**src/design/twm_pkg.sv**
```systemverilog
package twm_pkg;

  // Register byte offsets.
  localparam logic [7:0] OFS_CTRL = 8'h00;
  localparam logic [7:0] OFS_MODE = 8'h04;
  localparam logic [7:0] OFS_COUNT = 8'h10;
  localparam logic [7:0] OFS_CMP_A = 8'h14;
  localparam logic [7:0] OFS_CMP_B = 8'h18;
  localparam logic [7:0] OFS_CMP_C = 8'h1C;
  localparam logic [7:0] OFS_STATUS = 8'h20;

  localparam logic [31:0] MODE_RESET = 32'h0000_0000;
  // Bit 13 is unused in both layouts of the mode register and reads as zero.
  localparam logic [31:0] MODE_WMASK = 32'hFFFF_DFFF;
  localparam logic [31:0] WORD_ZERO = 32'h0000_0000;

  // Command bits of the write-only control register.
  localparam int CTL_CLK_EN = 0;
  localparam int CTL_CLK_DIS = 1;
  localparam int CTL_SOFT_TRIG = 2;

  // Mode register fields, common part.
  localparam int F_CLK_SRC = 0;
  localparam int F_CLK_INV = 3;
  localparam int F_GATE = 4;
  localparam int F_STOP_C = 6;
  localparam int F_DIS_C = 7;
  localparam int F_EV_EDGE = 8;
  localparam int F_EV_SRC = 10;
  localparam int F_EV_RESTART = 12;
  localparam int F_C_RESTART = 14;
  localparam int F_WAVE = 15;
  // Capture layout.
  localparam int F_CAP_A = 16;
  localparam int F_CAP_B = 18;
  // Waveform layout.
  localparam int F_A_ON_A = 16;
  localparam int F_A_ON_C = 18;
  localparam int F_A_ON_EV = 20;
  localparam int F_A_ON_SW = 22;
  localparam int F_B_ON_B = 24;
  localparam int F_B_ON_C = 26;
  localparam int F_B_ON_EV = 28;
  localparam int F_B_ON_SW = 30;

  // Status register bits.
  localparam int ST_CLK_ON = 16;
  localparam int ST_PIN_A = 17;
  localparam int ST_PIN_B = 18;

  // Prescaler taps: bit k of a free-running counter is master clock / 2^(k+1).
  localparam int PRESC_W = 10;
  localparam int DIV2_BIT = 0;
  localparam int DIV8_BIT = 2;
  localparam int DIV32_BIT = 4;
  localparam int DIV128_BIT = 6;
  localparam int DIV1024_BIT = 9;

  // Synchronised inputs.
  localparam int IN_EXT0 = 0;
  localparam int IN_PIN_A = 3;
  localparam int IN_PIN_B = 4;
  localparam int N_IN = 5;

  typedef enum logic [2:0] {
    CLK_DIV2 = 3'b000,
    CLK_DIV8 = 3'b001,
    CLK_DIV32 = 3'b010,
    CLK_DIV128 = 3'b011,
    CLK_DIV1024 = 3'b100,
    CLK_EXT0 = 3'b101,
    CLK_EXT1 = 3'b110,
    CLK_EXT2 = 3'b111
  } twm_clk_src_t;

  typedef enum logic [1:0] {
    PIN_KEEP = 2'b00,
    PIN_SET = 2'b01,
    PIN_CLEAR = 2'b10,
    PIN_TOGGLE = 2'b11
  } twm_pin_act_t;

  // Edge codes: bit 0 selects rising, bit 1 falling, both means each edge.
  function automatic logic edge_hit(input logic [1:0] sel, input logic rise,
                                    input logic fall);
    return (sel[0] & rise) | (sel[1] & fall);
  endfunction

  function automatic logic pin_next(input logic cur, input twm_pin_act_t act);
    logic r;
    r = cur;
    unique case (act)
      PIN_KEEP: r = cur;
      PIN_SET: r = 1'b1;
      PIN_CLEAR: r = 1'b0;
      PIN_TOGGLE: r = ~cur;
    endcase
    return r;
  endfunction

endpackage

```
**src/design/twm_edge_if.sv**
```systemverilog
`timescale 1ns/1ps
`default_nettype none
interface twm_edge_if;
  logic level;
  logic rise;
  logic fall;
  modport src (output level, output rise, output fall);
  modport dst (input level, input rise, input fall);
endinterface
`default_nettype wire

```
**src/design/twm_sync_edge.sv**
```systemverilog
`timescale 1ns/1ps
`default_nettype none
module twm_sync_edge (
  // Clock and reset.
  input wire logic clk,
  input wire logic rst,
  // Asynchronous input and its synchronised view.
  input wire logic din,
  twm_edge_if.src eo
);
  logic meta_q;
  logic sync_q;
  logic prev_q;

  // Only the second stage feeds the edge logic; the first settles metastability.
  always_ff @(posedge clk) begin
    if (rst) begin
      meta_q <= 1'b0;
      sync_q <= 1'b0;
      prev_q <= 1'b0;
    end else begin
      meta_q <= din;
      sync_q <= meta_q;
      prev_q <= sync_q;
    end
  end

  assign eo.level = sync_q;
  assign eo.rise = sync_q & ~prev_q;
  assign eo.fall = ~sync_q & prev_q;
endmodule
`default_nettype wire

```
**src/design/twm_timer_channel.sv**
```systemverilog
// Notes on behaviour
// - With restart-on-C set, a C match zeroes the counter and starts its clock.
// - Waveform bit chooses capture (0) or waveform generation (1).
// - Capture mode loads register A on none, rising, falling or each pin A edge.
// - Capture mode loads register B on none, rising, falling or each pin A edge.
// - Clock source picks master clock /2,/8,/32,/128,/1024 or external lines 0-2.
// - Clock invert counts on the rising edge when 0, falling edge when 1.
// - Gate field leaves the clock ungated or ANDs it with external line 0-2.
// - In waveform mode stop-on-C stops the counter clock at a C match.
// - In waveform mode disable-on-C disables the counter clock at a C match.
// - Event edge field detects none, rising, falling or both edges.
// - Event source is pin B (then an input) or external line 0-2.
// - With event restart set, an event zeroes the counter and starts its clock.
// - A match sets, clears, toggles or keeps pin A per its field.
// - C match sets, clears, toggles or keeps pin A per its field.
// - External event sets, clears, toggles or keeps pin A per its field.
// - Software trigger sets, clears, toggles or keeps pin A per its field.
// - B match sets, clears, toggles or keeps pin B per its field.
// - C match sets, clears, toggles or keeps pin B per its field.
// - External event sets, clears, toggles or keeps pin B per its field.
// - Software trigger sets, clears, toggles or keeps pin B per its field.
// - Counter value register is read-only, resets to zero, count in bits 15:0.
// - Software trigger zeroes the counter and starts its clock.
// - Clock enable acts only without a simultaneous disable; disable wins.
`timescale 1ns/1ps
`default_nettype none
module twm_timer_channel
  import twm_pkg::*;
#(
  parameter int CNT_W = 16
) (
  // Clock and reset.
  input wire logic CORE_CLK,
  input wire logic RESET,
  // APB slave.
  input wire logic PSEL,
  input wire logic PENABLE,
  input wire logic PWRITE,
  input wire logic [7:0] PADDR,
  input wire logic [31:0] PWDATA,
  output logic [31:0] PRDATA,
  output logic PREADY,
  output logic PSLVERR,
  // External clock lines.
  input wire logic [2:0] EXT_CLOCK_LINE,
  // Waveform pin A.
  input wire logic WAVE_PIN_A_I,
  output logic WAVE_PIN_A_O,
  output logic WAVE_PIN_A_OE,
  // Waveform pin B.
  input wire logic WAVE_PIN_B_I,
  output logic WAVE_PIN_B_O,
  output logic WAVE_PIN_B_OE
);

  generate
    if (CNT_W < 1 || CNT_W > 32) begin : g_bad_width
      $error("CNT_W must lie between 1 and 32");
    end
  endgenerate

  // Synchronised inputs: external lines 0..2, then pin A, then pin B.
  logic [N_IN-1:0] in_raw;
  logic [N_IN-1:0] in_lvl;
  logic [N_IN-1:0] in_rise;
  logic [N_IN-1:0] in_fall;

  assign in_raw = {WAVE_PIN_B_I, WAVE_PIN_A_I, EXT_CLOCK_LINE};

  twm_edge_if eif [N_IN] ();

  genvar gi;
  generate
    for (gi = 0; gi < N_IN; gi++) begin : g_sync
      twm_sync_edge u_sync (
        .clk(CORE_CLK),
        .rst(RESET),
        .din(in_raw[gi]),
        .eo(eif[gi])
      );
      assign in_lvl[gi] = eif[gi].level;
      assign in_rise[gi] = eif[gi].rise;
      assign in_fall[gi] = eif[gi].fall;
    end
  endgenerate

  logic [2:0] ext_lvl;
  logic [2:0] ext_rise;
  logic [2:0] ext_fall;
  assign ext_lvl = in_lvl[IN_EXT0 +: 3];
  assign ext_rise = in_rise[IN_EXT0 +: 3];
  assign ext_fall = in_fall[IN_EXT0 +: 3];

  // State.
  logic [31:0] mode_q;
  logic [CNT_W-1:0] cnt_q;
  logic [CNT_W-1:0] cmp_a_q;
  logic [CNT_W-1:0] cmp_b_q;
  logic [CNT_W-1:0] cmp_c_q;
  logic cnt_new_q;
  logic clk_on_q;
  logic stopped_q;
  logic [PRESC_W-1:0] presc_q;
  logic gclk_prev_q;
  logic pin_a_q;
  logic pin_b_q;
  logic pin_a_oe_q;
  logic pin_b_oe_q;
  logic [31:0] prdata_q;
  logic pready_q;
  logic pslverr_q;

  // Mode fields.
  logic wave;
  twm_clk_src_t clk_src;
  logic clk_inv;
  logic [1:0] gate_sel;
  logic stop_on_c_match;
  logic disable_on_c_match;
  logic [1:0] event_edge_sel;
  logic [1:0] event_source_sel;
  logic event_restart_en;
  logic c_compare_restart_en;
  logic [1:0] capture_a_load_edge;
  logic [1:0] capture_b_load_edge;

  assign wave = mode_q[F_WAVE];
  assign clk_src = twm_clk_src_t'(mode_q[F_CLK_SRC +: 3]);
  assign clk_inv = mode_q[F_CLK_INV];
  assign gate_sel = mode_q[F_GATE +: 2];
  assign stop_on_c_match = mode_q[F_STOP_C];
  assign disable_on_c_match = mode_q[F_DIS_C];
  assign event_edge_sel = mode_q[F_EV_EDGE +: 2];
  assign event_source_sel = mode_q[F_EV_SRC +: 2];
  assign event_restart_en = mode_q[F_EV_RESTART];
  assign c_compare_restart_en = mode_q[F_C_RESTART];
  assign capture_a_load_edge = mode_q[F_CAP_A +: 2];
  assign capture_b_load_edge = mode_q[F_CAP_B +: 2];

  // APB decode. A transfer completes at the edge where PREADY is seen high.
  logic acc;
  logic done;
  logic wr_go;
  logic hit_ctrl;
  logic hit_mode;
  logic hit_count;
  logic hit_a;
  logic hit_b;
  logic hit_c;
  logic hit_status;
  logic mapped;

  assign acc = PSEL & PENABLE;
  assign done = acc & pready_q;
  assign wr_go = done & PWRITE;
  assign hit_ctrl = (PADDR == OFS_CTRL);
  assign hit_mode = (PADDR == OFS_MODE);
  assign hit_count = (PADDR == OFS_COUNT);
  assign hit_a = (PADDR == OFS_CMP_A);
  assign hit_b = (PADDR == OFS_CMP_B);
  assign hit_c = (PADDR == OFS_CMP_C);
  assign hit_status = (PADDR == OFS_STATUS);
  assign mapped = hit_ctrl | hit_mode | hit_count | hit_a | hit_b | hit_c | hit_status;

  // Channel commands, each a one-cycle pulse on the completing write.
  logic cmd_en;
  logic cmd_dis;
  logic cmd_sw;
  assign cmd_en = wr_go & hit_ctrl & PWDATA[CTL_CLK_EN];
  assign cmd_dis = wr_go & hit_ctrl & PWDATA[CTL_CLK_DIS];
  assign cmd_sw = wr_go & hit_ctrl & PWDATA[CTL_SOFT_TRIG];

  // Counter clock: divider taps or external lines, gated, then edge-picked.
  logic [4:0] div_lvl;
  logic sel_lvl;
  logic gate_lvl;
  logic gclk_lvl;
  logic gclk_rise;
  logic gclk_fall;
  logic run;
  logic tick;

  assign div_lvl = {presc_q[DIV1024_BIT], presc_q[DIV128_BIT], presc_q[DIV32_BIT],
                    presc_q[DIV8_BIT], presc_q[DIV2_BIT]};
  assign sel_lvl = (clk_src == CLK_DIV2) ? div_lvl[0] :
                   (clk_src == CLK_DIV8) ? div_lvl[1] :
                   (clk_src == CLK_DIV32) ? div_lvl[2] :
                   (clk_src == CLK_DIV128) ? div_lvl[3] :
                   (clk_src == CLK_DIV1024) ? div_lvl[4] :
                   (clk_src == CLK_EXT0) ? ext_lvl[0] :
                   (clk_src == CLK_EXT1) ? ext_lvl[1] : ext_lvl[2];
  assign gate_lvl = (gate_sel == 2'h0) ? 1'b1 :
                    (gate_sel == 2'h1) ? ext_lvl[0] :
                    (gate_sel == 2'h2) ? ext_lvl[1] : ext_lvl[2];
  assign gclk_lvl = sel_lvl & gate_lvl;
  assign gclk_rise = gclk_lvl & ~gclk_prev_q;
  assign gclk_fall = ~gclk_lvl & gclk_prev_q;
  assign run = clk_on_q & ~stopped_q;
  assign tick = run & (clk_inv ? gclk_fall : gclk_rise);

  // Compare matches fire once, in the cycle after the count steps onto the value.
  logic a_match;
  logic b_match;
  logic c_match;
  assign a_match = wave & cnt_new_q & (cnt_q == cmp_a_q);
  assign b_match = wave & cnt_new_q & (cnt_q == cmp_b_q);
  assign c_match = cnt_new_q & (cnt_q == cmp_c_q);

  // External event.
  logic ev_rise;
  logic ev_fall;
  logic ev_hit;
  assign ev_rise = (event_source_sel == 2'h0) ? in_rise[IN_PIN_B] :
                   ext_rise[event_source_sel - 2'h1];
  assign ev_fall = (event_source_sel == 2'h0) ? in_fall[IN_PIN_B] :
                   ext_fall[event_source_sel - 2'h1];
  assign ev_hit = wave & edge_hit(event_edge_sel, ev_rise, ev_fall);

  // Restart sources and clock control.
  logic trig;
  logic stop_hit;
  logic dis_hit;
  assign trig = cmd_sw
              | (c_match & c_compare_restart_en)
              | (ev_hit & event_restart_en);
  assign stop_hit = wave & stop_on_c_match & c_match;
  assign dis_hit = wave & disable_on_c_match & c_match;

  logic clk_on_d;
  logic stopped_d;
  logic [CNT_W-1:0] cnt_d;
  // A disable, by command or by C match, outranks any enable or restart.
  assign clk_on_d = (cmd_dis | dis_hit) ? 1'b0 :
                    (cmd_en | trig) ? 1'b1 : clk_on_q;
  assign stopped_d = (trig | cmd_en) ? 1'b0 : stop_hit ? 1'b1 : stopped_q;
  assign cnt_d = trig ? '0 : tick ? cnt_q + 1'b1 : cnt_q;

  // Capture loads from pin A, only in capture mode.
  logic cap_a_hit;
  logic cap_b_hit;
  assign cap_a_hit = ~wave & edge_hit(capture_a_load_edge, in_rise[IN_PIN_A],
                                      in_fall[IN_PIN_A]);
  assign cap_b_hit = ~wave & edge_hit(capture_b_load_edge, in_rise[IN_PIN_A],
                                      in_fall[IN_PIN_A]);

  // Pin actions. When several events coincide, the highest one decides alone:
  // software trigger, then external event, then C match, then A or B match.
  twm_pin_act_t act_a;
  twm_pin_act_t act_b;
  assign act_a = cmd_sw ? twm_pin_act_t'(mode_q[F_A_ON_SW +: 2]) :
                 ev_hit ? twm_pin_act_t'(mode_q[F_A_ON_EV +: 2]) :
                 c_match ? twm_pin_act_t'(mode_q[F_A_ON_C +: 2]) :
                 a_match ? twm_pin_act_t'(mode_q[F_A_ON_A +: 2]) : PIN_KEEP;
  assign act_b = cmd_sw ? twm_pin_act_t'(mode_q[F_B_ON_SW +: 2]) :
                 ev_hit ? twm_pin_act_t'(mode_q[F_B_ON_EV +: 2]) :
                 c_match ? twm_pin_act_t'(mode_q[F_B_ON_C +: 2]) :
                 b_match ? twm_pin_act_t'(mode_q[F_B_ON_B +: 2]) : PIN_KEEP;

  logic pin_a_d;
  logic pin_b_d;
  logic pin_b_drive;
  assign pin_a_d = wave ? pin_next(pin_a_q, act_a) : pin_a_q;
  assign pin_b_d = wave ? pin_next(pin_b_q, act_b) : pin_b_q;
  // Pin B turns into the event input when it is chosen as the event source.
  assign pin_b_drive = wave & (event_source_sel != 2'h0);

  // Read data. Each status mirror shows the driven level while its pin's output
  // enable is set and the pin level otherwise.
  logic mirror_a;
  logic mirror_b;
  logic [31:0] status_word;
  logic [31:0] rd_mux;
  assign mirror_a = pin_a_oe_q ? pin_a_q : in_lvl[IN_PIN_A];
  assign mirror_b = pin_b_oe_q ? pin_b_q : in_lvl[IN_PIN_B];
  assign status_word = (32'(clk_on_q) << ST_CLK_ON) | (32'(mirror_a) << ST_PIN_A)
                     | (32'(mirror_b) << ST_PIN_B);
  assign rd_mux = hit_mode ? mode_q :
                  hit_count ? 32'(cnt_q) :
                  hit_a ? 32'(cmp_a_q) :
                  hit_b ? 32'(cmp_b_q) :
                  hit_c ? 32'(cmp_c_q) :
                  hit_status ? status_word : WORD_ZERO;

  // Bus answer: one wait state, data and error registered with PREADY.
  always_ff @(posedge CORE_CLK) begin
    if (RESET) begin
      pready_q <= 1'b0;
      pslverr_q <= 1'b0;
      prdata_q <= WORD_ZERO;
    end else begin
      pready_q <= acc & ~pready_q;
      pslverr_q <= acc & ~pready_q & ~mapped;
      if (acc & ~pready_q) begin
        prdata_q <= PWRITE ? WORD_ZERO : rd_mux;
      end
    end
  end

  // Configuration and compare registers. A and B are writable only in
  // waveform mode; in capture mode the pin edges own them.
  always_ff @(posedge CORE_CLK) begin
    if (RESET) begin
      mode_q <= MODE_RESET;
      cmp_a_q <= '0;
      cmp_b_q <= '0;
      cmp_c_q <= '0;
    end else begin
      if (wr_go & hit_mode) begin
        mode_q <= PWDATA & MODE_WMASK;
      end
      if (cap_a_hit) begin
        cmp_a_q <= cnt_q;
      end else if (wr_go & hit_a & wave) begin
        cmp_a_q <= PWDATA[CNT_W-1:0];
      end
      if (cap_b_hit) begin
        cmp_b_q <= cnt_q;
      end else if (wr_go & hit_b & wave) begin
        cmp_b_q <= PWDATA[CNT_W-1:0];
      end
      if (wr_go & hit_c) begin
        cmp_c_q <= PWDATA[CNT_W-1:0];
      end
    end
  end

  // Counter and its clock. A bus write reaches cnt_q only as a software trigger, which zeroes it.
  always_ff @(posedge CORE_CLK) begin
    if (RESET) begin
      presc_q <= '0;
      gclk_prev_q <= 1'b0;
      cnt_q <= '0;
      cnt_new_q <= 1'b0;
      clk_on_q <= 1'b0;
      stopped_q <= 1'b0;
    end else begin
      presc_q <= presc_q + 1'b1;
      gclk_prev_q <= gclk_lvl;
      cnt_q <= cnt_d;
      cnt_new_q <= tick & ~trig;
      clk_on_q <= clk_on_d;
      stopped_q <= stopped_d;
    end
  end

  // Waveform pins. Both float in capture mode.
  always_ff @(posedge CORE_CLK) begin
    if (RESET) begin
      pin_a_q <= 1'b0;
      pin_b_q <= 1'b0;
      pin_a_oe_q <= 1'b0;
      pin_b_oe_q <= 1'b0;
    end else begin
      pin_a_q <= pin_a_d;
      pin_b_q <= pin_b_d;
      pin_a_oe_q <= wave;
      pin_b_oe_q <= pin_b_drive;
    end
  end

  assign PRDATA = prdata_q;
  assign PREADY = pready_q;
  assign PSLVERR = pslverr_q;
  assign WAVE_PIN_A_O = pin_a_q;
  assign WAVE_PIN_A_OE = pin_a_oe_q;
  assign WAVE_PIN_B_O = pin_b_q;
  assign WAVE_PIN_B_OE = pin_b_oe_q;

endmodule
`default_nettype wire

```
**config.mk**
```make
export PLATFORM = sky130hd
export DESIGN_NAME = twm_timer_channel
export DESIGN_NICKNAME = d
export VERILOG_FILES = /design/src/design/twm_pkg.sv /design/src/design/twm_edge_if.sv /design/src/design/twm_sync_edge.sv /design/src/design/twm_timer_channel.sv
export SDC_FILE = /design/constraint.sdc
export NUM_CORES = 1
export LEC_CHECK = 0
export BUFFER_PORTS_ARGS = -buffer_cell sky130_fd_sc_hd__buf_4
export CORE_MARGIN = 5
export CORE_UTILIZATION = 63
export CTS_BUF_LIST = sky130_fd_sc_hd__clkbuf_4 sky130_fd_sc_hd__clkbuf_8 sky130_fd_sc_hd__clkbuf_16
export CTS_CLUSTER_SIZE = 10
export DETAILED_ROUTE_END_ITERATION = 10
export GPL_ROUTABILITY_DRIVEN = 0
export PLACE_DENSITY_LB_ADDON = 0.25
export SETUP_SLACK_MARGIN = 0.02
export SKIP_CTS_REPAIR_TIMING = 1
export SLEW_MARGIN = 20
export SYNTH_ARGS = -nofsm -noshare
export SYNTH_HDL_FRONTEND = slang
export SYNTH_SLANG_ARGS = --single-unit
```
**constraint.sdc**
```tcl
create_clock -name CORE_CLK -period 6.64 [get_ports CORE_CLK]
set_input_delay 0 -clock CORE_CLK [delete_from_list [all_inputs] [get_ports CORE_CLK]]
set_output_delay 0 -clock CORE_CLK [all_outputs]
set_load 0.01 [all_outputs]
```
* After elaboration in Yosys (flattened, before gate mapping)
Index checks and enable logic that the tools add are counted.
Operators by class: bitwise gates (word level) 87, reduce and logical (&&, ||, !) cells 14, multiplexer cells 40, equal/unequal tests 23, $add $sub $neg 3, magnitude comparators 1
Operator list (count):
- $mux 19 | 5
- $mux 16 | 4
- $mux 32 | 2
- $and 1x1->1 | 51
- $eq 16x16->1 | 3
- $eq 8x5->1 const B | 4
- $not 1->1 | 21
- $or 18x19->19 | 1
- $or 17x18->18 | 1
- $mux 1 | 17
- $add 16x1->16 const B | 1
- $mux 2 | 8
- $or 1x1->1 | 13
- $add 10x1->10 const B | 1
- $eq 2x2->1 const B | 5
- $eq 3x3->1 const B | 3
- $eq 8x3->1 const B | 1
- $eq 8x6->1 const B | 1
- $logic_not 2->1 | 4
- $logic_not 8->1 | 1
- $eq 2x1->1 const B | 3
- $eq 3x2->1 const B | 2
- $pmux 1 s3 | 2
- $reduce_bool 2->1 | 3
- 7 further kinds | 11
Storage, ports and cells: output and inout port bits 38, register bits 162, word-level logic and storage cells 200, bits of input ports 50

* Depth between registers and ports, before layout
Gate-level depths: netlist of run 1.
word-level depth 14, depth in mapped cells 10

* Hierarchy
A second synthesis of run 1 with hierarchy kept.
Unflattened totals: cell total of the unflattened synthesis 880, area total of the unflattened synthesis 8007.7 µm²
By module, submodules not included:
- twm_timer_channel | times used 1, area each 7551.0 µm², cells an instance 840
- twm_sync_edge | times used 5, area each 91.3 µm², cells an instance 8

* Worst setup path after synthesis of run 1
No wires, ideal clock.
kind register to register, start reg mode_q[2], end reg cnt_q[8], data required time 6.570 ns, arrival 2.186 ns, slack 4.384 ns, cell stages (with the launch flop) 10, library setup time 0.070 ns, cells stage by stage dfxtp_1 -> buf_2 -> nor2b_1 -> o211ai_1 -> a21oi_1 -> or4_1 -> buf_2 -> and2_4 -> or4_1 -> a21oi_1
Between the ends: cells in the longest elaborated chain, start to end 13, elaborated cells on any way between the ends 20, classes of those cells eq/ne: 6; mux: 8; bitwise: 5; reduce/logical: 1
Ends and longest elaborated chain:
- start, declared | line twm_timer_channel.sv:95 | logic [31:0] mode_q;
- start signal, assigned | line twm_timer_channel.sv:309 | mode_q <= PWDATA & MODE_WMASK;
- $eq 3x3->1 | line twm_timer_channel.sv:191 | (clk_src == CLK_EXT1) ? ext_lvl[1] : ext_lvl[2];
- $mux 1 | line twm_timer_channel.sv:191
- $mux 1 | line twm_timer_channel.sv:190 | (clk_src == CLK_EXT0) ? ext_lvl[0] :
- $mux 1 | line twm_timer_channel.sv:189 | (clk_src == CLK_DIV1024) ? div_lvl[4] :
- $mux 1 | line twm_timer_channel.sv:188 | (clk_src == CLK_DIV128) ? div_lvl[3] :
- $mux 1 | line twm_timer_channel.sv:187 | (clk_src == CLK_DIV32) ? div_lvl[2] :
- $mux 1 | line twm_timer_channel.sv:186 | (clk_src == CLK_DIV8) ? div_lvl[1] :
- $mux 1 (*) | line twm_timer_channel.sv:185 | assign sel_lvl = (clk_src == CLK_DIV2) ? div_lvl[0] :
- $and 1x1->1 (*) | line twm_timer_channel.sv:195 | assign gclk_lvl = sel_lvl & gate_lvl;
- $not 1->1 | line twm_timer_channel.sv:197 | assign gclk_fall = ~gclk_lvl & gclk_prev_q;
- $and 1x1->1 | line twm_timer_channel.sv:197
- $mux 1 (*) | line twm_timer_channel.sv:199 | assign tick = run & (clk_inv ? gclk_fall : gclk_rise);
- $and 1x1->1 (*) | line twm_timer_channel.sv:199
- end signal, assigned | line twm_timer_channel.sv:339 | cnt_q <= cnt_d;
- end, declared | line twm_timer_channel.sv:96 | logic [CNT_W-1:0] cnt_q;
Mark *: on every way between the ends. The rest lies on a longest branch, timed or not. A chain may end at the register's enable or synchronous reset.

* Worst setup path after layout of run 1
start reg mode_q[10], end reg stopped_q
Between the ends: cells in the longest elaborated chain, start to end 11, elaborated cells on any way between the ends 16, classes of those cells add/sub: 1; mux: 6; bitwise: 7; reduce/logical: 2
Ends and longest elaborated chain:
- $sub 2x1->2 | line twm_timer_channel.sv:214, twm_timer_channel.sv:216
- $bmux 1 s2 (on tied branches) | line twm_timer_channel.sv:214, twm_timer_channel.sv:216
- $mux 1 (on tied branches) | line twm_timer_channel.sv:214, twm_timer_channel.sv:216
- $mux 1 (on tied branches) | line twm_timer_channel.sv:213, twm_timer_channel.sv:215
- $and 1x1->1 | line twm_pkg.sv:86 | return (sel[0] & rise) | (sel[1] & fall);
- $or 1x1->1 (*) | line twm_pkg.sv:86
- $and 1x1->1 (*) | line twm_timer_channel.sv:217 | assign ev_hit = wave & edge_hit(event_edge_sel, ev_rise, ev_fall);
- $and 1x1->1 (*) | line twm_timer_channel.sv:225 | | (ev_hit & event_restart_en);
- $or 1x1->1 (*) | line twm_timer_channel.sv:225
- $or 1x1->1 (*) | line twm_timer_channel.sv:235 | assign stopped_d = (trig | cmd_en) ? 1'b0 : stop_hit ? 1'b1 : stopped_q;
- $reduce_or 2->1 (no source line) (*)
- end signal, assigned | line twm_timer_channel.sv:342 | stopped_q <= stopped_d;
- end, declared | line twm_timer_channel.sv:102 | logic stopped_q;
Mark *: on every way between the ends. The rest lies on a longest branch, timed or not. The select of a mux whose other input is x is not followed.

==> results.json, run 1 <==
{
  "outcome": "finished clean",
  "clk_pin_slew_ps": 60,
  "top_usage_layer": "met2",
  "drtAntennaViolNets": 0,
  "place_inst": 1045,
  "grt_pass1_vias": 6551,
  "grt-ovfl-total": 0,
  "whs_ps": 51.8,
  "max_freq_mhz": 350,
  "grt_use_met3_pct": 8.19,
  "insertion_delay_ps": 430,
  "ys_seq_area_share_pct": 42.4,
  "die_h_microns": 120,
  "power_density_mw_per_mm2": 222,
  "die_area_sq_mm": 0.0144,
  "leakagePower_nw": 3.59,
  "clock-sinks": 162,
  "dpl.hpwl_mm": 14.3,
  "area_growth_pct": 20.9,
  "grt_usage_pct": 29.0,
  "portBuffers": 87,
  "cts_tree": "built",
  "wl_mm": 22.0,
  "core_area_sq_mm": 0.0120,
  "required_ps": 6980,
  "ios": 88,
  "hold_class": "in -> reg",
  "yosys.cell_types.count": 57,
  "syn-num-nets": 926,
  "nFillCells": 813,
  "start_kind": "flip-flop",
  "first_pass_iters": 7,
  "ys.flop_type": "dfxtp_1",
  "worst_pin_slew_ps": 1140,
  "drt_iter0_markers": 698,
  "grtUsageMet1_pct": 36.8,
  "finalMaxSlewViolations": 0,
  "max-cap-violations": 0,
  "place_ws_ps": 3210,
  "grt.met2_usage_pct": 46.0,
  "cp-end-kind": "flip-flop",
  "rows": 40,
  "setup_violations": 0,
  "final_nets": 1009,
  "layout_commonest_cell": "dfxtp_1",
  "synth_warnings": 0,
  "syn_area_sq_mm": 0.00765,
  "drive_gt1_share_pct": 16.3,
  "diodes": 0,
  "finClkSkew_ps": 5.10,
  "maxSlewHeadroom_pct": 23.4,
  "grt_start_max_net_pins": 83,
  "fin_ws_ps": 3790,
  "clockBufferDepth": 2,
  "finalCriticalPeriod_ps": 2850,
  "regArea_sq_mm": 0.00324,
  "stdcell_count": 1115,
  "drc_errors": 0,
  "routed_via_density": 6.42,
  "die_width_microns": 120,
  "multiInputGateArea_sq_mm": 0.00409,
  "grt_pass1_wl_mm": 33.4,
  "critPathKind": "reg -> reg",
  "critPathMaxFanout": 18,
  "postSynthCellCount": 873,
  "syn-mean-instance-area_sq_um": 8.76,
  "rsz0062_at_grt": "false",
  "num_vias": 7155,
  "hold_violations": 0,
  "ys_seq_elements": 162,
  "vdd_ir_drop_max_mv": 0.188,
  "async_reset_ff_share_pct": 0,
  "antenna_found_initial": 0,
  "worstPathArrival_ps": 3190,
  "cts_buffers": 17,
  "start_util_pct": 64.0,
  "synth_edf_count": 0,
  "layout_common_cells": "162 x dfxtp_1, 110 x nor2_1, 95 x buf_4",
  "cts-root-buf": "clkbuf_16",
  "tns_ps": 0,
  "htreeDepth": 4,
  "p_total_mw": 2.05,
  "finalCritPeriodShare_pct": 43.0,
  "post_drt_wl_per_cell_microns": 19.7
}
-- area by class of cell --
type                       instances  share of cell area (%)
inverter                          10                   0.406
clock inverter                     9                    1.15
tap                              147                    1.99
sequential                       162                    35.1
timing repair buffer             134                    11.9
multi-input combinational        631                    44.2
clock buffer                      22                    5.21
-- Yosys cell counts (2+ instances only) --
cell | instances | area share, %
a311oi_1 | 4 | 0.46
nand4_1 | 12 | 0.98
ha_1 | 3 | 0.49
nand3_1 | 10 | 0.65
inv_1 | 10 | 0.49
o211ai_1 | 6 | 0.59
o21a_1 | 2 | 0.20
or4_1 | 3 | 0.29
clkbuf_1 | 44 | 2.2
nand2_1 | 79 | 3.9
nor2b_1 | 24 | 2.0
nand2b_1 | 3 | 0.25
nand3b_1 | 4 | 0.39
a2111oi_1 | 4 | 0.52
a31oi_1 | 3 | 0.25
xor2_1 | 45 | 5.2
a222oi_1 | 3 | 0.39
or3_1 | 5 | 0.41
xnor2_1 | 20 | 2.3
nor3_2 | 2 | 0.26
nor3_1 | 5 | 0.33
a211oi_1 | 35 | 3.4
and2_1 | 2 | 0.16
a22oi_1 | 60 | 5.9
mux2_2 | 17 | 2.5
buf_1 | 4 | 0.20
dfxtp_1 | 162 | 42
o21ai_0 | 23 | 1.5
mux2i_1 | 52 | 6.8
buf_2 | 19 | 1.2
a21oi_1 | 49 | 3.2
nor4_1 | 10 | 0.82
and3_1 | 8 | 0.65
o31ai_1 | 3 | 0.29
a221oi_1 | 5 | 0.57
nor2_1 | 112 | 5.5
-- metrics by stage --
| step | area (sq um) | utilization (%) |
|---|---|---|
| floorplan | 7650 | - |
| global placement | 8260 | 69.0 |
| detailed placement | 8260 | 69.0 |
| CTS | 8850 | 74.0 |
| global route | 9250 | 77.3 |
| finish | 9250 | 77.3 |
-- kinds of logic (layout without fill, tap and decap cells) --
| logic type | count (synthesis) | in the layout | synth area share [%] |
|---|---|---|---|
| compound gates | 204 | 204 | 18.0 |
| xor+xnor | 65 | 65 | 7.44 |
| fa+ha+maj | 3 | 3 | 0.491 |
| buf+inv | 80 | 175 | 4.40 |
| flops | 162 | 162 | 42.4 |
| mux | 70 | 70 | 9.60 |
| simple gates | 289 | 289 | 17.6 |
-- critical path, cell delays in order (launching register included) --
cell	delay, ps
dfxtp_1	470
inv_1	80
ha_1	340
and3b_1	190
o21ai_0	160
o21bai_1	110
o21a_1	250
a221oi_1	510
nand2_2	350
a211oi_1	300
-- report_power, final --
group	switching, mW	leakage [nW]	total [mW]	internal [mW]
clock	0.380	0.285	0.968	0.587
sequential	0.00386	1.31	0.982	0.978
combinational	0.0565	2.00	0.105	0.0486
-- path summary, 6_finish.rpt --
kind / from / end / slack [ps] / cells after the start
setup / recovery: mode_q[10] / stopped_q / 3790 / 9
hold / removal: PADDR[2] / PSLVERR / 50 / 3
hold reg to reg: g_sync[4].u_sync.meta_q / g_sync[4].u_sync.eo.level / 440 / 1
setup reg to reg: mode_q[10] / stopped_q / 3790 / 9
-- sequential cells by signal, summed over array words and instances (netlist names) --
register and count:
WAVE_PIN_B_OE 1, PREADY 1, g_sync.u_sync.eo.level 5, stopped_q 1, g_sync.u_sync.meta_q 5, mode_q 31, cmp_c_q 16, PSLVERR 1
WAVE_PIN_B_O 1, cnt_new_q 1, presc_q 10, clk_on_q 1, gclk_prev_q 1, cmp_b_q 16, WAVE_PIN_A_O 1, g_sync.u_sync.prev_q 5
WAVE_PIN_A_OE 1, PRDATA 32, cmp_a_q 16, cnt_q 16
-- layer usage --
| metal | share of wire, % | vias to the layer above |
|---|---|---|
| met5 | 0 | - |
| met1 | 40 | 3386 |
| met2 | 47 | 418 |
| met4 | 3.8 | 0 |
| li1 | - | 3272 |
| met3 | 8.9 | 79 |
Power figures use the tool's default switching activity.
==> run 2: changes to the inputs <==
CORE_UTILIZATION = 59   (was 63)
clock period = 2.7 ns   (was 6.64 ns; I/O delays follow)
==> results.json, run 2 (synthesized netlist as in run 1, its figures left out) <==
{
  "finalMaxSlewViolations": 0,
  "place_ws_ps": 46.1,
  "diodes": 0,
  "start_kind": "flip-flop",
  "leakagePower_nw": 3.74,
  "max_freq_mhz": 389,
  "drive_gt1_share_pct": 18.2,
  "start_util_pct": 60.4,
  "portBuffers": 87,
  "grt_start_max_net_pins": 104,
  "antenna_found_initial": 0,
  "finalCriticalPeriod_ps": 2570,
  "drtAntennaViolNets": 0,
  "startpoint": "mode_q[1]",
  "tns_ps": 0,
  "wl_mm": 23.3,
  "layout_commonest_cell": "dfxtp_1",
  "die_h_microns": 124,
  "largest_reg_flops": 32,
  "swShare_pct": 21.2,
  "rows": 41,
  "critPathKind": "reg -> reg",
  "regToRegStartpoint": "mode_q[1]",
  "fin_ws_ps": 126,
  "htreeDepth": 4,
  "timing.rr.end": "cnt_q[13]",
  "num_vias": 7298,
  "critPathMaxFanout": 9,
  "first_pass_iters": 5,
  "vdd_ir_drop_max_mv": 0.339,
  "ios": 88,
  "routed_via_density": 6.28,
  "max-cap-violations": 0,
  "required_ps": 3020,
  "dpl_cell_area_sq_mm": 0.00849,
  "hold_violations": 0,
  "finalCritPeriodShare_pct": 95.3,
  "power_frac_clock_pct": 48.3,
  "rsz0062_at_grt": "false",
  "setup_violations": 0,
  "clockBufferDepth": 2,
  "insertion_delay_ps": 430,
  "fin_area_sq_mm": 0.00953,
  "die_area_sq_mm": 0.0153,
  "clk_pin_slew_ps": 60,
  "worst_pin_slew_ps": 791,
  "grt_usage_pct": 29.6,
  "area_growth_pct": 24.6,
  "r2r_slack_ps": 130,
  "cp-end-kind": "flip-flop",
  "cts_tree": "built",
  "crit_path_end": "cnt_q[13]",
  "internal-power_mw": 4.09,
  "dpl.hpwl_mm": 15.5,
  "grt-ovfl-total": 0,
  "reg2reg_depth": 8,
  "outcome": "finished clean",
  "worstPathArrival_ps": 2890,
  "final_nets": 1032,
  "core_area_sq_mm": 0.0127,
  "drt_iter0_markers": 943,
  "layout_common_cells": "161 x dfxtp_1, 114 x buf_4, 110 x nor2_1",
  "clock-sinks": 162,
  "switching_power_mw": 1.10,
  "p_comb_share_pct": 5.1,
  "power_density_mw_per_mm2": 544,
  "die_width_microns": 124,
  "grt_pass1_wl_mm": 34.9,
  "cts-root-buf": "clkbuf_16",
  "drc_errors": 0,
  "post_drt_wl_per_cell_microns": 20.0,
  "finClkSkew_ps": 6.96,
  "grt_pass1_vias": 6689,
  "cts_buffers": 17,
  "hold_class": "in -> reg",
  "seqPwrFrac_pct": 46.6,
  "maxSlewHeadroom_pct": 47.1
}
[run 2: cell count changes in the layout (fill, tap and decap cells not counted), sizes merged]
cell and delta:
bufinv +1, clkbuf +1, clkinvlp -1, clkinv -1, dlygate4sd3 +1, buf +22
[run 2: area by class of cell]
type                       count  area, sq um
multi-input combinational    631         4100
sequential                   162         3240
fill                         892         3140
timing repair buffer         157         1320
clock buffer                  23          489
tap                          172          215
clock inverter                 8          128
inverter                      10         37.5
[run 2: power groups by stage]
stage	Clock, mW	Sequential, mW	Combinational [mW]
detailed placement	0	2.47	0.211
CTS	2.51	2.42	0.214
floorplan	0	2.47	0.105
global placement	0	2.47	0.205
finish	2.50	2.42	0.265
global route	2.61	2.42	0.283
[run 2: worst min path at each step]
| stage | slack, ps | startpoint | cells after the start | to |
|---|---|---|---|---|
| after global routing | 70 | PADDR[2] | 3 | PSLVERR |
| final | 60 | PADDR[4] | 4 | PSLVERR |
| after detailed placement | 220 | EXT_CLOCK_LINE[2] | 2 | g_sync[2].u_sync.meta_q |
| after floorplan | 100 | PWDATA[0] | 1 | stopped_q |
| after CTS | -230 | EXT_CLOCK_LINE[2] | 2 | g_sync[2].u_sync.meta_q |
| after global placement | 210 | WAVE_PIN_A_I | 2 | g_sync[3].u_sync.meta_q |
[run 2: routing by layer]
layer	up-vias	global-route usage [%]	share of wire [%]
li1	3318	-	-
met1	3443	37.5	39
met2	463	46.8	47
met3	74	7.54	11
met4	0	14.5	3.7
met5	-	0	0
[run 2: worst max-delay path, cell delays in order, from the launching register on]
cell       delay [ps]
dfxtp_1           530
mux2i_1           140
a31oi_1           200
a21oi_1           130
or4_1             530
buf_4             200
a2111oi_1         510
xnor2_1           180
nor2_1             50
[run 2: stage by stage]
| stage | power (mW) | instances | util, % | hold WS [ps] |
|---|---|---|---|---|
| global placement | 2.67 | 1092 | 67.0 | 212 |
| floorplan | 2.57 | 873 | - | 96.0 |
| detailed placement | 2.68 | 1092 | 67.0 | 219 |
| CTS | 5.14 | 1123 | 71.9 | -230 |
| finish | 5.18 | 1163 | 75.2 | 62.4 |
| global route | 5.31 | 1163 | 75.2 | 74.2 |
==> run 3: changes to the inputs <==
ABC_AREA = 1   (was not set)
RECOVER_POWER = 25   (was not set)
==> results.json, run 3 <==
{
  "grt_pass1_wl_mm": 43.5,
  "drc_errors": 0,
  "yosys.area.top_type_share_pct": 38.5,
  "p_comb_share_pct": 5.3,
  "internal-power_mw": 3.92,
  "tns_ps": 0,
  "largest_reg_flops": 32,
  "async_reset_ff_share_pct": 0,
  "finClkSkew_ps": 9.90,
  "finalCriticalPeriod_ps": 2240,
  "rows": 43,
  "multiInputGateArea_sq_mm": 0.00425,
  "yosysTopAreaCell": "dfxtp_1",
  "seqPwrFrac_pct": 46.5,
  "cpPeakStageDelay_ps": 510,
  "postSynthCellCount": 1211,
  "diodes": 0,
  "synth_edf_count": 0,
  "vdd_ir_drop_max_mv": 0.418,
  "synthTopCellsByCount": "242 x nand2_1, 162 x dfxtp_1, 116 x inv_1",
  "max_freq_mhz": 447,
  "place_ws_ps": 497,
  "syn_area_sq_mm": 0.00842,
  "cp-end-kind": "flip-flop",
  "finalMaxSlewViolations": 0,
  "crit_path_top_delay_cell": "dfxtp_1",
  "critical_path.cell_chain": "inv_1, nand2_1, nand2_1, nor2_1, nand2_1, nor2_1, nand3_1, o21ai_0, nand3_1, nand2_1, nand2_1, a21oi_1",
  "nFillCells": 1154,
  "power_density_mw_per_mm2": 522,
  "antenna_found_initial": 0,
  "insertion_delay_ps": 450,
  "critPathKind": "reg -> reg",
  "ys.flop_type": "dfxtp_1",
  "hold_class": "in -> reg",
  "die_width_microns": 129,
  "start_util_pct": 60.4,
  "max-cap-violations": 0,
  "ios": 88,
  "routed_via_density": 6.12,
  "clock-sinks": 162,
  "drive_gt1_share_pct": 12.7,
  "dpl.hpwl_mm": 19.2,
  "cp_common_cell": "nand2_1",
  "worst_pin_slew_ps": 1280,
  "post_drt_wl_per_cell_microns": 19.0,
  "start_kind": "flip-flop",
  "grt_usage_pct": 33.0,
  "rsz0062_at_grt": "false",
  "drt_iter0_markers": 1446,
  "syn-mean-instance-area_sq_um": 6.95,
  "switching_power_mw": 1.26,
  "critical_path.top_delay_family": "simple AND/OR/NAND/NOR gates",
  "swShare_pct": 24.3,
  "power_frac_clock_pct": 48.1,
  "ys_seq_elements": 162,
  "die_h_microns": 129,
  "drtAntennaViolNets": 0,
  "critPathMaxFanout": 9,
  "grt_pass1_vias": 8349,
  "area_growth_pct": 18.0,
  "portBuffers": 87,
  "finalCritPeriodShare_pct": 82.8,
  "leakagePower_nw": 3.90,
  "stdcell_count": 1497,
  "outcome": "finished clean",
  "layout_common_cells": "242 x nand2_1, 162 x dfxtp_1, 115 x inv_1",
  "syn-num-nets": 1264,
  "synth_area_leaders": "dfxtp_1 39%, nand2_1 11%, a21oi_1 6.2%",
  "place_inst": 1428,
  "core_area_sq_mm": 0.0139,
  "num_vias": 9161,
  "fin_ws_ps": 463,
  "hold_violations": 0,
  "setup_violations": 0,
  "timing.critical_path.buf_inv": 1,
  "synth_most_common_cell": "nand2_1",
  "clk_pin_slew_ps": 70,
  "clockBufferDepth": 2,
  "yosys.cell_types.count": 45,
  "regArea_sq_mm": 0.00324,
  "required_ps": 3050,
  "grt_start_max_net_pins": 62,
  "cts_tree": "built",
  "htreeDepth": 4,
  "ys_seq_area_share_pct": 38.5,
  "first_pass_iters": 9,
  "cts_buffers": 17,
  "synth_warnings": 0,
  "wl_mm": 28.5,
  "cts-root-buf": "clkbuf_16",
  "dpl_cell_area_sq_mm": 0.00909,
  "grt-ovfl-total": 0,
  "die_area_sq_mm": 0.0168,
  "final_core_util_pct": 71.3,
  "fin_area_sq_mm": 0.00994,
  "layout_commonest_cell": "nand2_1",
  "worstPathArrival_ps": 2580,
  "final_nets": 1357,
  "maxSlewHeadroom_pct": 14.7
}
## run 3: cell count changes after synthesis, moves of 18 or more
cell	previous run	this run
xor2_1	45	24
a211oi_1	35	0
a31oi_1	3	34
inv_2	0	18
o21ai_0	23	103
a22oi_1	60	14
nand3_1	10	71
xnor2_1	20	0
nand2_1	79	242
nor2b_1	24	0
a21oi_1	49	105
inv_1	10	116
mux2i_1	52	0
## run 3: routing by layer
layer / track usage, % / routed length, microns / vias up
met2: 50.2 / 12400 / 653
met4: 18.2 / 1700 / 0
li1: - / - / 4233
met1: 42.0 / 10900 / 4094
met3: 10.1 / 3440 / 181
met5: 0 / 0 / -
## run 3: area by class of cell
class	count	share of cell area [%]
multi-input combinational	837	42.8
sequential	162	32.6
timing repair buffer	150	11.2
inverter	136	5.14
clock buffer	18	4.36
tap	180	2.27
clock inverter	14	1.66
## run 3: path summary, 6_finish.rpt
kind | startpoint | endpoint | slack (ps) | cells past startpoint
setup / recovery | cnt_q[0] | WAVE_PIN_B_O | 460 | 12
hold / removal | PWRITE | PRDATA[26] | 30 | 4
setup reg to reg | cnt_q[0] | WAVE_PIN_B_O | 460 | 12
hold reg to reg | g_sync[2].u_sync.meta_q | g_sync[2].u_sync.eo.level | 410 | 2
## run 3: cell families (layout without fill, tap and decap cells)
family	count (synthesis)	in the layout	synth area share, %
compound gates	311	311	21.5
flops	162	162	38.5
fa+ha+maj	3	3	0.446
buf+inv	212	318	11.0
simple gates	499	499	26.0
xor+xnor	24	24	2.50
## run 3: tightest hold or removal path, delay by kind of cell
family	cells	cell delay, ps
AO/OA/AOI/OAI	1	150
AND/OR/NAND/NOR	2	160
buffers and inverters	1	120
## run 3: per-stage QoR
| step | power (mW) | hold WS (ps) |
|---|---|---|
| finish | 5.18 | 34.9 |
| global route | 5.31 | 43.2 |
| CTS | 5.14 | -244 |
| detailed placement | 2.69 | 209 |
| global placement | 2.69 | 199 |
| floorplan | 2.58 | 107 |
## run 3: power by group through the flow
stage / clock (mW) / combinational [mW] / sequential, mW
floorplan: 0 / 0.117 / 2.46
global placement: 0 / 0.223 / 2.47
detailed placement: 0 / 0.226 / 2.47
CTS: 2.50 / 0.228 / 2.41
global route: 2.60 / 0.297 / 2.41
finish: 2.49 / 0.277 / 2.41
